### src/logic/cpu_bus_pkg.sv
// Constants, types and address map for the internal bus cycle unit
//------------------------------------------------------------------------------
// Notes on behaviour
//------------------------------------------------------------------------------
package cpu_bus_pkg;

  //----------------------------------------------------------------------------
  // Types
  //----------------------------------------------------------------------------
  typedef enum logic [1:0] {OP_READ, OP_WRITE, OP_BIT, OP_MOVE} op_t;
  typedef enum logic [2:0] {BK_SET, BK_CLEAR, BK_INVERT, BK_STORE, BK_STORE_INV} bit_kind_t;
  typedef enum logic [1:0] {CS_RESET, CS_EXEC, CS_HALT, CS_EXCEPT} core_state_t;
  typedef enum logic [2:0] {RG_MEM, RG_P16, RG_P8_3, RG_P8_2, RG_PORT, RG_EMPTY} region_t;
  typedef enum logic {S_IDLE, S_BUS} seq_t;

  //----------------------------------------------------------------------------
  // Address map
  //----------------------------------------------------------------------------
  localparam logic [15:0] ROM_TOP      = 16'h7fff;
  localparam logic [15:0] P16_BASE     = 16'hf700;
  localparam logic [15:0] RAM_BASE     = 16'hf780;
  localparam logic [15:0] P8_3_BASE    = 16'hff80;
  localparam logic [15:0] P8_2_BASE    = 16'hffc0;
  localparam logic [15:0] PORT_LATCH_A = 16'hffd8;
  localparam logic [15:0] PORT_DIR_A   = 16'hffe8;

  //----------------------------------------------------------------------------
  // Timing and reset values
  //----------------------------------------------------------------------------
  localparam logic [1:0]  T_FIRST      = 2'h1;
  localparam logic [1:0]  ST_TWO       = 2'h2;
  localparam logic [1:0]  ST_THREE     = 2'h3;
  localparam logic [7:0]  DIR_READBACK = 8'hff;
  localparam logic [7:0]  LATCH_RST    = 8'h00;
  localparam logic [7:0]  DIR_RST      = 8'h00;
  localparam logic [15:0] WORD_RST     = 16'h0000;
  localparam logic [7:0]  BYTE_RST     = 8'h00;

endpackage

### src/logic/cpu_bus_cycle.sv
// Internal bus cycle unit: memory/peripheral timing, splits, bit ops, block move
`timescale 1ns/1ps
module cpu_bus_cycle (
  input  wire logic                     clk,                        // System clock
  input  wire logic                     reset_n,                    // Async reset, low
  input  wire logic                     req,                        // Operation request
  input  wire cpu_bus_pkg::op_t         req_op,                     // Operation kind
  input  wire logic              [15:0] req_addr,                   // Target address
  input  wire logic                     req_word,                   // Word size
  input  wire logic              [15:0] req_wdata,                  // Write data
  input  wire logic               [2:0] bit_sel,                    // Bit number
  input  wire cpu_bus_pkg::bit_kind_t   bit_kind,                   // Bit operation
  input  wire logic                     bit_carry,                  // Value for stores
  input  wire logic               [7:0] block_byte_count_register,  // Move count
  input  wire logic              [15:0] block_source_pointer,       // Move source
  input  wire logic              [15:0] block_destination_pointer,  // Move destination
  input  wire logic                     halt_req,                   // Enter sleep/standby
  input  wire logic                     wake_req,                   // Leave halt
  input  wire logic                     exc_req,                    // Exception request
  input  wire logic              [15:0] mem_rdata,                  // Read data
  input  wire logic               [7:0] port_pin_in,                // Port pin levels
  output logic                          busy_r,                     // Operation running
  output logic                          done_r,                     // Operation done pulse
  output logic                   [15:0] rdata_r,                    // Read result
  output logic                   [15:0] mem_addr_r,                 // Bus address
  output logic                          mem_rd_r,                   // Read strobe
  output logic                          mem_wr_r,                   // Write strobe
  output logic                          mem_word_r,                 // Word cycle
  output logic                   [15:0] mem_wdata_r,                // Write data
  output cpu_bus_pkg::core_state_t      core_state_r,               // Core state
  output logic                    [7:0] port_out,                   // Port latch
  output logic                    [7:0] port_oe                     // Port drive enable
);
  import cpu_bus_pkg::*;

  //----------------------------------------------------------------------------
  // Decoding functions
  //----------------------------------------------------------------------------
  function automatic region_t region_of(input logic [15:0] a);
    if (a == PORT_LATCH_A || a == PORT_DIR_A) return RG_PORT;
    if (a >= P8_2_BASE)                       return RG_P8_2;
    if (a >= P8_3_BASE)                       return RG_P8_3;
    if (a >= RAM_BASE || a <= ROM_TOP)        return RG_MEM;
    if (a >= P16_BASE)                        return RG_P16;
    return RG_EMPTY;
  endfunction

  // Peripherals of the 8-bit path; port registers sit among them
  function automatic logic is_byte_path(input region_t rg);
    return rg == RG_P8_3 || rg == RG_P8_2 || rg == RG_PORT;
  endfunction

  function automatic logic [1:0] states_of(input region_t rg);
    return (rg == RG_P8_3) ? ST_THREE : ST_TWO;
  endfunction

  function automatic logic [7:0] bit_modify(input logic [7:0] b, input logic [2:0] s,
                                            input bit_kind_t k, input logic c);
    logic [7:0] m;
    m = 8'h01 << s;
    unique case (k)
      BK_SET:       return b | m;
      BK_CLEAR:     return b & ~m;
      BK_INVERT:    return b ^ m;
      BK_STORE:     return c ? (b | m) : (b & ~m);
      BK_STORE_INV: return c ? (b & ~m) : (b | m);
      default:      return b;
    endcase
  endfunction

  //----------------------------------------------------------------------------
  // State
  //----------------------------------------------------------------------------
  seq_t        seq_r, seq_nxt;
  op_t         op_r, op_nxt;
  bit_kind_t   kind_r, kind_nxt;
  core_state_t cs_nxt;
  logic [1:0]  t_r, t_nxt;
  logic [15:0] addr_nxt, wdata_nxt, rdata_nxt, data_r, data_nxt, src_r, src_nxt, dst_r, dst_nxt;
  logic [7:0]  cnt_r, cnt_nxt;
  logic [2:0]  sel_r, sel_nxt;
  logic        wr_r, wr_nxt, split_r, split_nxt, second_r, second_nxt, carry_r, carry_nxt;
  logic        rd_nxt, wrs_nxt, word_nxt, done_nxt, busy_nxt;
  logic        go, g_wr, g_word, cyc_end;
  logic [15:0] g_addr, g_wdata;
  logic [7:0]  rd_byte, port_rd;
  region_t     rg_cur;

  assign rg_cur  = region_of(mem_addr_r);
  assign cyc_end = (seq_r == S_BUS) && (t_r == states_of(rg_cur));
  assign rd_byte = (rg_cur == RG_PORT) ? port_rd : mem_rdata[7:0];

  //----------------------------------------------------------------------------
  // Operation sequencer and bus cycle timing
  //----------------------------------------------------------------------------
  // Next values of the sequencer and bus outputs
  always_comb begin
    seq_nxt = seq_r; op_nxt = op_r; kind_nxt = kind_r; t_nxt = t_r;
    addr_nxt = mem_addr_r; wdata_nxt = mem_wdata_r; rdata_nxt = rdata_r;
    data_nxt = data_r; src_nxt = src_r; dst_nxt = dst_r; cnt_nxt = cnt_r;
    sel_nxt = sel_r; wr_nxt = wr_r; split_nxt = split_r; second_nxt = second_r;
    carry_nxt = carry_r; rd_nxt = mem_rd_r; wrs_nxt = mem_wr_r; word_nxt = mem_word_r;
    done_nxt = 1'b0; busy_nxt = busy_r;
    go = 1'b0; g_wr = 1'b0; g_word = 1'b0; g_addr = mem_addr_r; g_wdata = mem_wdata_r;
    unique case (seq_r)
      S_IDLE: begin
        if (req && core_state_r == CS_EXEC) begin
          op_nxt = req_op; kind_nxt = bit_kind; sel_nxt = bit_sel; carry_nxt = bit_carry;
          second_nxt = 1'b0;
          split_nxt = req_word && is_byte_path(region_of(req_addr));
          data_nxt = req_wdata;
          busy_nxt = 1'b1;
          unique case (req_op)
            OP_READ, OP_WRITE: begin
              go = 1'b1; g_addr = req_addr; g_wr = (req_op == OP_WRITE);
              g_word = req_word && !is_byte_path(region_of(req_addr));
              g_wdata = (req_word && !g_word) ? {8'h00, req_wdata[15:8]} : req_wdata;
            end
            OP_BIT: begin
              go = 1'b1; g_addr = req_addr;
            end
            OP_MOVE: begin
              cnt_nxt = block_byte_count_register;
              src_nxt = block_source_pointer;
              dst_nxt = block_destination_pointer;
              if (block_byte_count_register == BYTE_RST) begin
                done_nxt = 1'b1; busy_nxt = 1'b0;
              end else begin
                go = 1'b1; g_addr = block_source_pointer;
              end
            end
          endcase
        end
      end
      S_BUS: begin
        if (!cyc_end) begin
          t_nxt = t_r + 2'h1;
        end else begin
          unique case (op_r)
            OP_READ: begin
              if (split_r && !second_r) begin
                data_nxt[15:8] = rd_byte; second_nxt = 1'b1;
                go = 1'b1; g_addr = mem_addr_r + 16'h0001;
              end else begin
                done_nxt = 1'b1;
                if (mem_word_r) rdata_nxt = mem_rdata;
                else if (second_r) rdata_nxt = {data_r[15:8], rd_byte};
                else rdata_nxt = {8'h00, rd_byte};
              end
            end
            OP_WRITE: begin
              if (split_r && !second_r) begin
                second_nxt = 1'b1; go = 1'b1; g_wr = 1'b1;
                g_addr = mem_addr_r + 16'h0001; g_wdata = {8'h00, data_r[7:0]};
              end else begin
                done_nxt = 1'b1;
              end
            end
            OP_BIT: begin
              if (!wr_r) begin
                go = 1'b1; g_wr = 1'b1; g_addr = mem_addr_r;
                g_wdata = {8'h00, bit_modify(rd_byte, sel_r, kind_r, carry_r)};
                rdata_nxt = {8'h00, rd_byte};
              end else begin
                done_nxt = 1'b1;
              end
            end
            OP_MOVE: begin
              if (!wr_r) begin
                go = 1'b1; g_wr = 1'b1; g_addr = dst_r; g_wdata = {8'h00, rd_byte};
              end else begin
                cnt_nxt = cnt_r - 8'h01; src_nxt = src_r + 16'h0001;
                dst_nxt = dst_r + 16'h0001; // no wrap guard, software keeps end in range
                if (cnt_r == 8'h01) begin
                  done_nxt = 1'b1;
                end else begin
                  go = 1'b1; g_addr = src_r + 16'h0001;
                end
              end
            end
          endcase
          if (done_nxt) busy_nxt = 1'b0;
        end
      end
    endcase
    // Launch a bus cycle; port and empty areas never strobe the outer bus
    if (go) begin
      seq_nxt = S_BUS; t_nxt = T_FIRST; addr_nxt = g_addr; wr_nxt = g_wr;
      word_nxt = g_word; wdata_nxt = g_wdata;
      rd_nxt  = !g_wr && region_of(g_addr) != RG_PORT && region_of(g_addr) != RG_EMPTY;
      wrs_nxt = g_wr && region_of(g_addr) != RG_PORT && region_of(g_addr) != RG_EMPTY;
    end else if (cyc_end) begin
      seq_nxt = S_IDLE; rd_nxt = 1'b0; wrs_nxt = 1'b0;
    end
  end

  // Register stage of the sequencer
  always_ff @(posedge clk or negedge reset_n) begin
    if (!reset_n) begin
      seq_r <= S_IDLE; op_r <= OP_READ; kind_r <= BK_SET; t_r <= T_FIRST;
      mem_addr_r <= WORD_RST; mem_wdata_r <= WORD_RST; rdata_r <= WORD_RST;
      data_r <= WORD_RST; src_r <= WORD_RST; dst_r <= WORD_RST; cnt_r <= BYTE_RST;
      sel_r <= 3'h0; wr_r <= 1'b0; split_r <= 1'b0; second_r <= 1'b0; carry_r <= 1'b0;
      mem_rd_r <= 1'b0; mem_wr_r <= 1'b0; mem_word_r <= 1'b0; done_r <= 1'b0; busy_r <= 1'b0;
    end else begin
      seq_r <= seq_nxt; op_r <= op_nxt; kind_r <= kind_nxt; t_r <= t_nxt;
      mem_addr_r <= addr_nxt; mem_wdata_r <= wdata_nxt; rdata_r <= rdata_nxt;
      data_r <= data_nxt; src_r <= src_nxt; dst_r <= dst_nxt; cnt_r <= cnt_nxt;
      sel_r <= sel_nxt; wr_r <= wr_nxt; split_r <= split_nxt; second_r <= second_nxt;
      carry_r <= carry_nxt; mem_rd_r <= rd_nxt; mem_wr_r <= wrs_nxt; mem_word_r <= word_nxt;
      done_r <= done_nxt; busy_r <= busy_nxt;
    end
  end

  //----------------------------------------------------------------------------
  // Core state
  //----------------------------------------------------------------------------
  // Reset exception first, then execution; halt only between operations
  always_comb begin
    cs_nxt = core_state_r;
    unique case (core_state_r)
      CS_RESET:  cs_nxt = CS_EXCEPT;
      CS_EXCEPT: cs_nxt = CS_EXEC;
      CS_EXEC: begin
        if (exc_req && seq_r == S_IDLE && !req) cs_nxt = CS_EXCEPT;
        else if (halt_req && seq_r == S_IDLE && !req) cs_nxt = CS_HALT;
      end
      CS_HALT:   if (wake_req) cs_nxt = CS_EXCEPT;
    endcase
  end

  // Register stage of the core state
  always_ff @(posedge clk or negedge reset_n) begin
    if (!reset_n) core_state_r <= CS_RESET;
    else core_state_r <= cs_nxt;
  end

  //----------------------------------------------------------------------------
  // Port unit, written at the last state of a port write cycle
  //----------------------------------------------------------------------------
  port_unit u_port (
    .clk     (clk),
    .reset_n (reset_n),
    .wr_en   (cyc_end && wr_r && rg_cur == RG_PORT),
    .wr_dir  (mem_addr_r == PORT_DIR_A),
    .wdata   (mem_wdata_r[7:0]),
    .rd_dir  (mem_addr_r == PORT_DIR_A),
    .pin_in  (port_pin_in),
    .rd_data (port_rd),
    .pin_out (port_out),
    .pin_oe  (port_oe)
  );
endmodule

### src/logic/port_unit.sv
// Port output latch and direction register; output bits read back the latch, input bits the pins
`timescale 1ns/1ps
module port_unit (
  input  wire logic       clk,       // System clock
  input  wire logic       reset_n,   // Asynchronous reset, active low
  input  wire logic       wr_en,     // Write strobe, one cycle
  input  wire logic       wr_dir,    // Write targets direction register
  input  wire logic [7:0] wdata,     // Write byte
  input  wire logic       rd_dir,    // Read targets direction register
  input  wire logic [7:0] pin_in,    // Pin levels
  output logic      [7:0] rd_data,   // Read byte
  output logic      [7:0] pin_out,   // Output latch to pins
  output logic      [7:0] pin_oe     // Drive enable per pin
);
  import cpu_bus_pkg::*;

  logic [7:0] port_output_latch_r;
  logic [7:0] port_output_latch_nxt;
  logic [7:0] port_direction_control_r;
  logic [7:0] port_direction_control_nxt;

  //----------------------------------------------------------------------------
  // Register writes
  //----------------------------------------------------------------------------
  // Next values of latch and direction
  always_comb begin
    port_output_latch_nxt      = port_output_latch_r;
    port_direction_control_nxt = port_direction_control_r;
    if (wr_en && wr_dir) begin
      port_direction_control_nxt = wdata;
    end else if (wr_en) begin
      port_output_latch_nxt = wdata;
    end
  end

  // Register stage
  always_ff @(posedge clk or negedge reset_n) begin
    if (!reset_n) begin
      port_output_latch_r      <= LATCH_RST;
      port_direction_control_r <= DIR_RST;
    end else begin
      port_output_latch_r      <= port_output_latch_nxt;
      port_direction_control_r <= port_direction_control_nxt;
    end
  end

  //----------------------------------------------------------------------------
  // Readback and pins
  //----------------------------------------------------------------------------
  // Direction register is write-only; output bits read latch, inputs read pins
  always_comb begin
    if (rd_dir) begin
      rd_data = DIR_READBACK;
    end else begin
      rd_data = (port_direction_control_r & port_output_latch_r)
              | (~port_direction_control_r & pin_in);
    end
  end

  assign pin_out = port_output_latch_r;
  assign pin_oe  = port_direction_control_r;
endmodule

### config.mk
export PLATFORM = sky130hd
export DESIGN_NAME = cpu_bus_cycle
export DESIGN_NICKNAME = d
export VERILOG_FILES = /design/src/logic/cpu_bus_pkg.sv /design/src/logic/cpu_bus_cycle.sv /design/src/logic/port_unit.sv
export SDC_FILE = /design/constraint.sdc
export NUM_CORES = 1
export LEC_CHECK = 0
export BUFFER_PORTS_ARGS = -buffer_cell sky130_fd_sc_hd__buf_2
export CORE_ASPECT_RATIO = 0.8
export CORE_UTILIZATION = 50
export CTS_CLUSTER_DIAMETER = 100
export DETAILED_ROUTE_END_ITERATION = 10
export PLACE_DENSITY = 0.76
export RECOVER_POWER = 50
export SYNTH_ARGS = -nofsm -noshare
export SYNTH_HDL_FRONTEND = slang
export SYNTH_HIERARCHICAL = 1
export SYNTH_SLANG_ARGS = --single-unit
### constraint.sdc
create_clock -name clk -period 3.1 [get_ports clk]
set_input_delay 0.155 -clock clk [delete_from_list [all_inputs] [get_ports clk]]
set_output_delay 0.155 -clock clk [all_outputs]
set_load 0.02 [all_outputs]
# Word level (Yosys, flattened, before mapping)
# Index checks and enable logic that the tools add are counted.
[totals]
latchBits = 0
ram_bits = 0
romBits = 0
memories = 0
elab_cells = 398
out_inout_bits = 71
register_bits = 142
in_bits = 112
[classes]
shifts = 1
n_reduce_logical = 54
magnitude_cmp = 15
n_mux = 238
div = 0
eq_ne = 50
mul = 0
bitwise_logic = 10
n_addsub = 5
[ops]
columns = ["cell", "count"]
rows = [
  ["$mux W16", 27],
  ["$ge A16 B16 Y1 const B", 12],
  ["$pmux W16 S2", 6],
  ["$mux W3", 51],
  ["$mux W1", 121],
  ["$eq A16 B16 Y1 const B", 6],
  ["$mux W8", 12],
  ["$pmux W16 S3", 2],
  ["$add A16 B1 Y16 const B", 3],
  ["$le A16 B15 Y1 const B", 3],
  ["$pmux W8 S5", 1],
  ["$pmux W8 S2", 2],
  ["$and A8 B8 Y8", 3],
  ["$eq A3 B2 Y1 const B", 7],
  ["$logic_and A1 B1 Y1", 17],
  ["$ne A2 B1 Y1 const B", 8],
  ["$not A8 Y8", 2],
  ["$or A8 B8 Y8", 2],
  ["$ne A3 B3 Y1 const B", 5],
  ["$pmux W1 S2", 7],
  ["$eq A2 B2 Y1 const B", 6],
  ["$eq A3 B3 Y1 const B", 4],
  ["$mux W2", 6],
  ["$ne A2 B2 Y1 const B", 6],
  ["26 further kinds", 54],
]

# Depth between registers and ports, before layout
[depth]
depth_word = 52
mapped_depth = 17
depth_no_buf = 16

# By module
# The synthesis kept the hierarchy.
[modules_own_cells]
columns = ["mod", "area_each_um2", "cells_per_inst", "seq_area_each_um2", "n_inst"]
rows = [
  ["cpu_bus_cycle", 9112.5, 1133, 3154.3, 1],
  ["port_unit", 765.7, 52, 400.4, 1],
]

# Least setup slack after synthesis
# No wires, ideal clock.
[synth_path]
path_kind = "flip-flop to flip-flop"
startpoint = "register mem_addr_r[6]"
endpoint = "register mem_wdata_r[4]"
slack_ps = -237
arrival_ps = 3212
required_ps = 2975
setup_time_ps = 125
n_path_buf = 2
stages_incl_launch_ff = 15
synth_period_minus_slack_ps = 3337
cell_sequence = "dfrtp_1 > clkbuf_1 > and4b_1 > nand4_1 > nor3b_1 > clkbuf_1 > a211o_1 > mux2i_1 > ha_1 > a21oi_1 > o21ai_0 > a311o_1 > nand3_1 > a31oi_1 > mux2_2"
[synth_between]
elab_cells_between_ends = 55
cone_classes = "5 x order compare; 6 x eq/ne; 37 x mux; 3 x bitwise; 4 x reduce/logical"
[synth_rtl]
columns = ["item", "line", "text"]
rows = [
  ["start, declared", "cpu_bus_cycle.sv:25", "output logic [15:0] mem_addr_r,"],
  ["start signal, assigned", "cpu_bus_cycle.sv:207", "mem_addr_r <= addr_nxt; mem_wdata_r <= wdata_nxt; rdata_r <= rdata_nxt;"],
  ["$eq A16 B16 Y1 (*)", "cpu_bus_cycle.sv:247", ".rd_dir (mem_addr_r == PORT_DIR_A),"],
  ["$mux W8 (*)", "port_unit.sv:52", "if (rd_dir) begin"],
  ["net port_rd[4]", "cpu_bus_cycle.sv:86", "logic [7:0] rd_byte, port_rd;"],
  ["$mux W8 (*)", "cpu_bus_cycle.sv:91", "assign rd_byte = (rg_cur == RG_PORT) ? port_rd : mem_rdata[7:0];"],
  ["$or A8 B8 Y8 or $and A8 B8 Y8 (tied branches)", "n/a", ""],
  ["$mux W8 (on tied branches)", "cpu_bus_cycle.sv:66, cpu_bus_cycle.sv:65", ""],
  ["$pmux W8 S5", "cpu_bus_cycle.sv:61", "unique case (k)"],
  ["$mux W16", "cpu_bus_cycle.sv:160", "if (!wr_r) begin"],
  ["$pmux W16 S3 (*)", "cpu_bus_cycle.sv:139", "unique case (op_r)"],
  ["$mux W16 (*)", "cpu_bus_cycle.sv:136", "if (!cyc_end) begin"],
  ["$pmux W16 S2 (*)", "cpu_bus_cycle.sv:105", "unique case (seq_r)"],
  ["end signal, assigned", "cpu_bus_cycle.sv:207", ""],
  ["end, declared", "cpu_bus_cycle.sv:29", "output logic [15:0] mem_wdata_r,"],
]
# Mark *: on every way through the listed nets, which the timed path passes. The rest lies on a longest branch. The select of a mux whose other input is x is not followed.
# A chain may end at the register's enable or synchronous reset.

# Worst setup path after layout
[layout_path]
startpoint = "register mem_addr_r[7]"
endpoint = "register mem_rd_r"
[layout_between]
elab_chain_len = 34
elab_cells_between_ends = 97
cone_classes = "1 x add/sub; 10 x order compare; 8 x eq/ne; 69 x mux; 9 x reduce/logical"
[layout_rtl]
columns = ["item", "line", "text"]
rows = [
  ["$ge A16 B16 Y1", "cpu_bus_cycle.sv:44", "if (a >= P16_BASE) return RG_P16;"],
  ["$mux W1 (2 in series)", "cpu_bus_cycle.sv:44", ""],
  ["$mux W1", "cpu_bus_cycle.sv:43", "if (a >= RAM_BASE || a <= ROM_TOP) return RG_MEM;"],
  ["$mux W1", "cpu_bus_cycle.sv:42", "if (a >= P8_3_BASE) return RG_P8_3;"],
  ["$mux W1", "cpu_bus_cycle.sv:41", "if (a >= P8_2_BASE) return RG_P8_2;"],
  ["$mux W3", "cpu_bus_cycle.sv:45", "return RG_EMPTY;"],
  ["$mux W3", "cpu_bus_cycle.sv:44", ""],
  ["$mux W3", "cpu_bus_cycle.sv:43", ""],
  ["[... 16 more ...]", "n/a", ""],
  ["$mux W3", "cpu_bus_cycle.sv:44", ""],
  ["$mux W3", "cpu_bus_cycle.sv:43", ""],
  ["$mux W3", "cpu_bus_cycle.sv:42", ""],
  ["$mux W3", "cpu_bus_cycle.sv:41", ""],
  ["$mux W3", "cpu_bus_cycle.sv:187", "if (go) begin"],
  ["$ne A3 B3 Y1", "cpu_bus_cycle.sv:190", "rd_nxt = !g_wr && region_of(g_addr) != RG_PORT && region_of(g_addr) != RG_EMPTY;"],
  ["$logic_and A1 B1 Y1 (2 in series)", "cpu_bus_cycle.sv:190", ""],
  ["$mux W1", "cpu_bus_cycle.sv:187", ""],
  ["end signal, assigned", "cpu_bus_cycle.sv:210", "carry_r <= carry_nxt; mem_rd_r <= rd_nxt; mem_wr_r <= wrs_nxt; mem_word_r <= word_nxt;"],
  ["end, declared", "cpu_bus_cycle.sv:26", "output logic mem_rd_r,"],
]
# Several ways; a longest one is shown, not always the timed one. The select of a mux whose other input is x is not followed.

==> run summary <==
outcome: finished, violations left
violated checks: max-capacitance violations, max-slew violations
DR DRC count: 0
vias per cell: 6.42
fmax: 332 MHz
hold slack final: 0.0183 ns
leak pwr: 5.52 nW
area of the core: 0.0191 mm2
Detailed Route WL: 36.7 mm
Hold Crit Class: in2reg
Post-Syn Area: 0.00988 mm2
Post-synth EDFFs: 0
Starting Density: 51.6%
Layout area overhead: 27.3%
worst slew pin tran: 1.90 ns
largest net degree at the start of global routing: 75
# nets final: 1576
Chip Height: 128 um
placer congestion estimate: 1.03
row cnt: 45
Pwr Density: 973 mW/mm2
Synthesized Nets: 1323
Clock Sink Count: 142
Final Setup Violations: 0
antenna violations before repair: 0
n_diodes: 0
total number of vias: 11000
Netlist cell types: 87
first-pass GRT wire length: 57.1 mm
all-layer global routing usage: 36.3%
dpl hpwl: 27.4 mm
Overflow after GRT: 0
Post-DRT Antenna Nets: 0
Main synth FF type: dfrtp_1
RSZ-0062 raised after global routing: true
share of layout cells above drive strength 1: 25.9%
max cap viols: 1
syn_area_per_cell: 8.34 um2
root buffer cell: clkbuf_16
CP Class: reg2reg
CP startpoint kind: register
1st-pass router iterations: 6
area of the die: 0.0203 mm2
# IOs: 183
initial drt markers: 1427
H-tree depth: 4
largest area contributor in the netlist: dfrtp_1
CTS tree: yes
fill cell count: 1686
CP Capture Type: register
Gate Count Post-Synth: 1185
WL/cell: 21.5 um
min Tclk post-route: 3.01 ns
Port Buf Inserts: 182
synth top area cells: dfrtp_1, a21oi_1, nand2_1
Crit path required time: 3.45 ns
Clock Skew: 0.0115 ns
crit share post-route: 97.2%
max_slew headroom: -26.7%
Peak supply drop: 0.497 mV
vias in the first global route: 10000
Synth top area share: 35.7%
Clock Path Buffers: 2
arrival time at the worst endpoint: 3.37 ns
Synth async-reset ratio: 100%
fin util: 65.7%
Ys Warns: 6
Clock Latency Late Sink: 0.44 ns
die span in x: 159 um
Seq cells post-synth: 142
Fin. Hold Viols: 0
crit path max fanout: 12
Worst-path clk slew: 0.07 ns
fin. max-slew vios: 75
sequential fraction of the synthesis area: 36.0%
CTS Buf Count: 17
what timing repair did:
item                                    in CTS  in global routing
endpoints found under the setup margin       4                 11
endpoints found under the hold margin       91                  0
gates resized for setup                      6                 36
gates cloned                                 0                  0
setup buffers                                0                  6
pin swaps                                    0                 13
hold buffers                                21                  0
cells in the mapped netlist, types with 11 or more instances:
master      n
dfrtp_1   141
nand2_1   131
a21oi_1   105
o21ai_0    85
nor2_1     74
clkbuf_1   73
nand3_1    58
inv_1      39
o22ai_1    38
a22oi_1    34
o211ai_1   30
nor3_1     28
ha_1       26
mux2_2     22
nor2b_1    17
nand4_1    16
mux2i_1    15
and3_1     14
a211o_1    11
routing by layer:
layer | GRT usage [%] | routed length (um) | up-vias
met5 | 0 | 0 | -
li1 | - | - | 4952
met4 | 9.39 | 775 | 0
met2 | 50.7 | 15100 | 695
met1 | 54.8 | 16600 | 5257
met3 | 9.74 | 4290 | 76
cell usage in the layout (no fill, tap or decap), types with 7 or more instances in the layout:
cell type,synthesis,layout
a22oi_1,34,33
a31oi_1,10,10
buf_2,8,131
o211ai_1,30,30
buf_4,0,117
dlygate4sd3_1,0,21
o31ai_1,8,8
mux2i_1,15,12
a211oi_1,10,9
mux2_4,8,12
dfrtp_1,141,139
ha_1,26,21
a21oi_1,105,102
o21a_1,9,9
nand3_1,58,58
nor2_1,74,72
clkbuf_1,73,51
nand2_1,131,131
nor4_1,10,9
inv_1,39,34
o22ai_1,38,38
o21ai_1,4,8
a211o_1,11,11
clkbuf_16,0,17
nand3b_1,7,7
nand4_1,16,16
nor3_1,28,27
mux2_2,22,18
nor2b_1,17,17
and3_1,14,14
o21ai_0,85,81
xnor2_1,8,8
or4_1,7,7
sequential cells by signal, summed over array words and instances (netlist names), 2 cells and up:
register        count
cnt_r               8
core_state_r        2
data_r             16
dst_r              16
kind_r              3
mem_addr_r         16
mem_wdata_r        16
op_r                2
rdata_r            16
sel_r               3
src_r              16
t_r                 2
u_port/pin_oe       8
u_port/pin_out      8
report_power, final:
part	switching [W]	leakage, nW	internal (W)
clock network	0.000894	0.275	0.00114
logic	0.00416	3.44	0.00260
registers	0.000849	1.80	0.00259
area by class of cell:
type	count	area, um2	share of cell area [%]
Tap cell	258	323	2.57
Multi-Input combinational cell	912	5970	47.5
Sequential cell	142	3560	28.3
Inverter	40	150	1.19
Clock buffer	19	443	3.52
Timing Repair Buffer	325	2000	15.9
Clock inverter	13	129	1.02
final timing paths:
kind | from | to | slack [ns] | depth (start not counted)
max in group asynchronous | reset_n | rdata_r[2]$_DFFE_PN0P_ | 0.67 | 3
worst min-delay path | req_wdata[12] | mem_wdata_r[12]$_DFFE_PN0P_ | 0.02 | 3
min in group asynchronous | reset_n | cnt_r[4]$_DFFE_PN0P_ | 0.75 | 2
worst min register to register | rdata_r[14]$_DFFE_PN0P_ | rdata_r[14]$_DFFE_PN0P_ | 0.48 | 2
worst max register to register | mem_addr_r[7]$_DFFE_PN0P_ | mem_rd_r$_DFFE_PN0P_ | 0.09 | 10
worst max-delay path | mem_addr_r[7]$_DFFE_PN0P_ | mem_rd_r$_DFFE_PN0P_ | 0.09 | 10
cells by family after synthesis:
family          share of synthesized area, %
simple gates                            21.7
mux                                     5.24
xor+xnor                               0.887
compound gates                          27.6
fa+ha+maj                               3.29
flops                                   36.0
buf+inv                                 5.31
critical path: stages, from the launching register on:
cell and delay, ns:
dfrtp_1 0.38, buf_4 0.16, nand4_4 0.10, or4_4 0.56, and2_4 0.25, o21ai_1 0.45, o221ai_1 0.28, nor4_2 0.32
buf_4 0.18, nand3_1 0.09, o21ai_1 0.16
per-stage QoR:
stage | cells | cell area [um2] | TNS (ns) | total power, W | worst slack (ns)
detailed placement | 1651 | 11700 | -0.111 | 0.00983 | -0.0574
floorplan | 1185 | 9900 | 0 | 0.00728 | 0.0304
finish | 1709 | 12600 | 0 | 0.0122 | 0.0862
global placement | 1651 | 11700 | 0 | 0.00970 | 0.126
global route | 1709 | 12600 | -0.0720 | 0.0129 | -0.0276
CTS | 1704 | 12500 | 0 | 0.0119 | 0.00236
(Power assumes the default switching activity.)
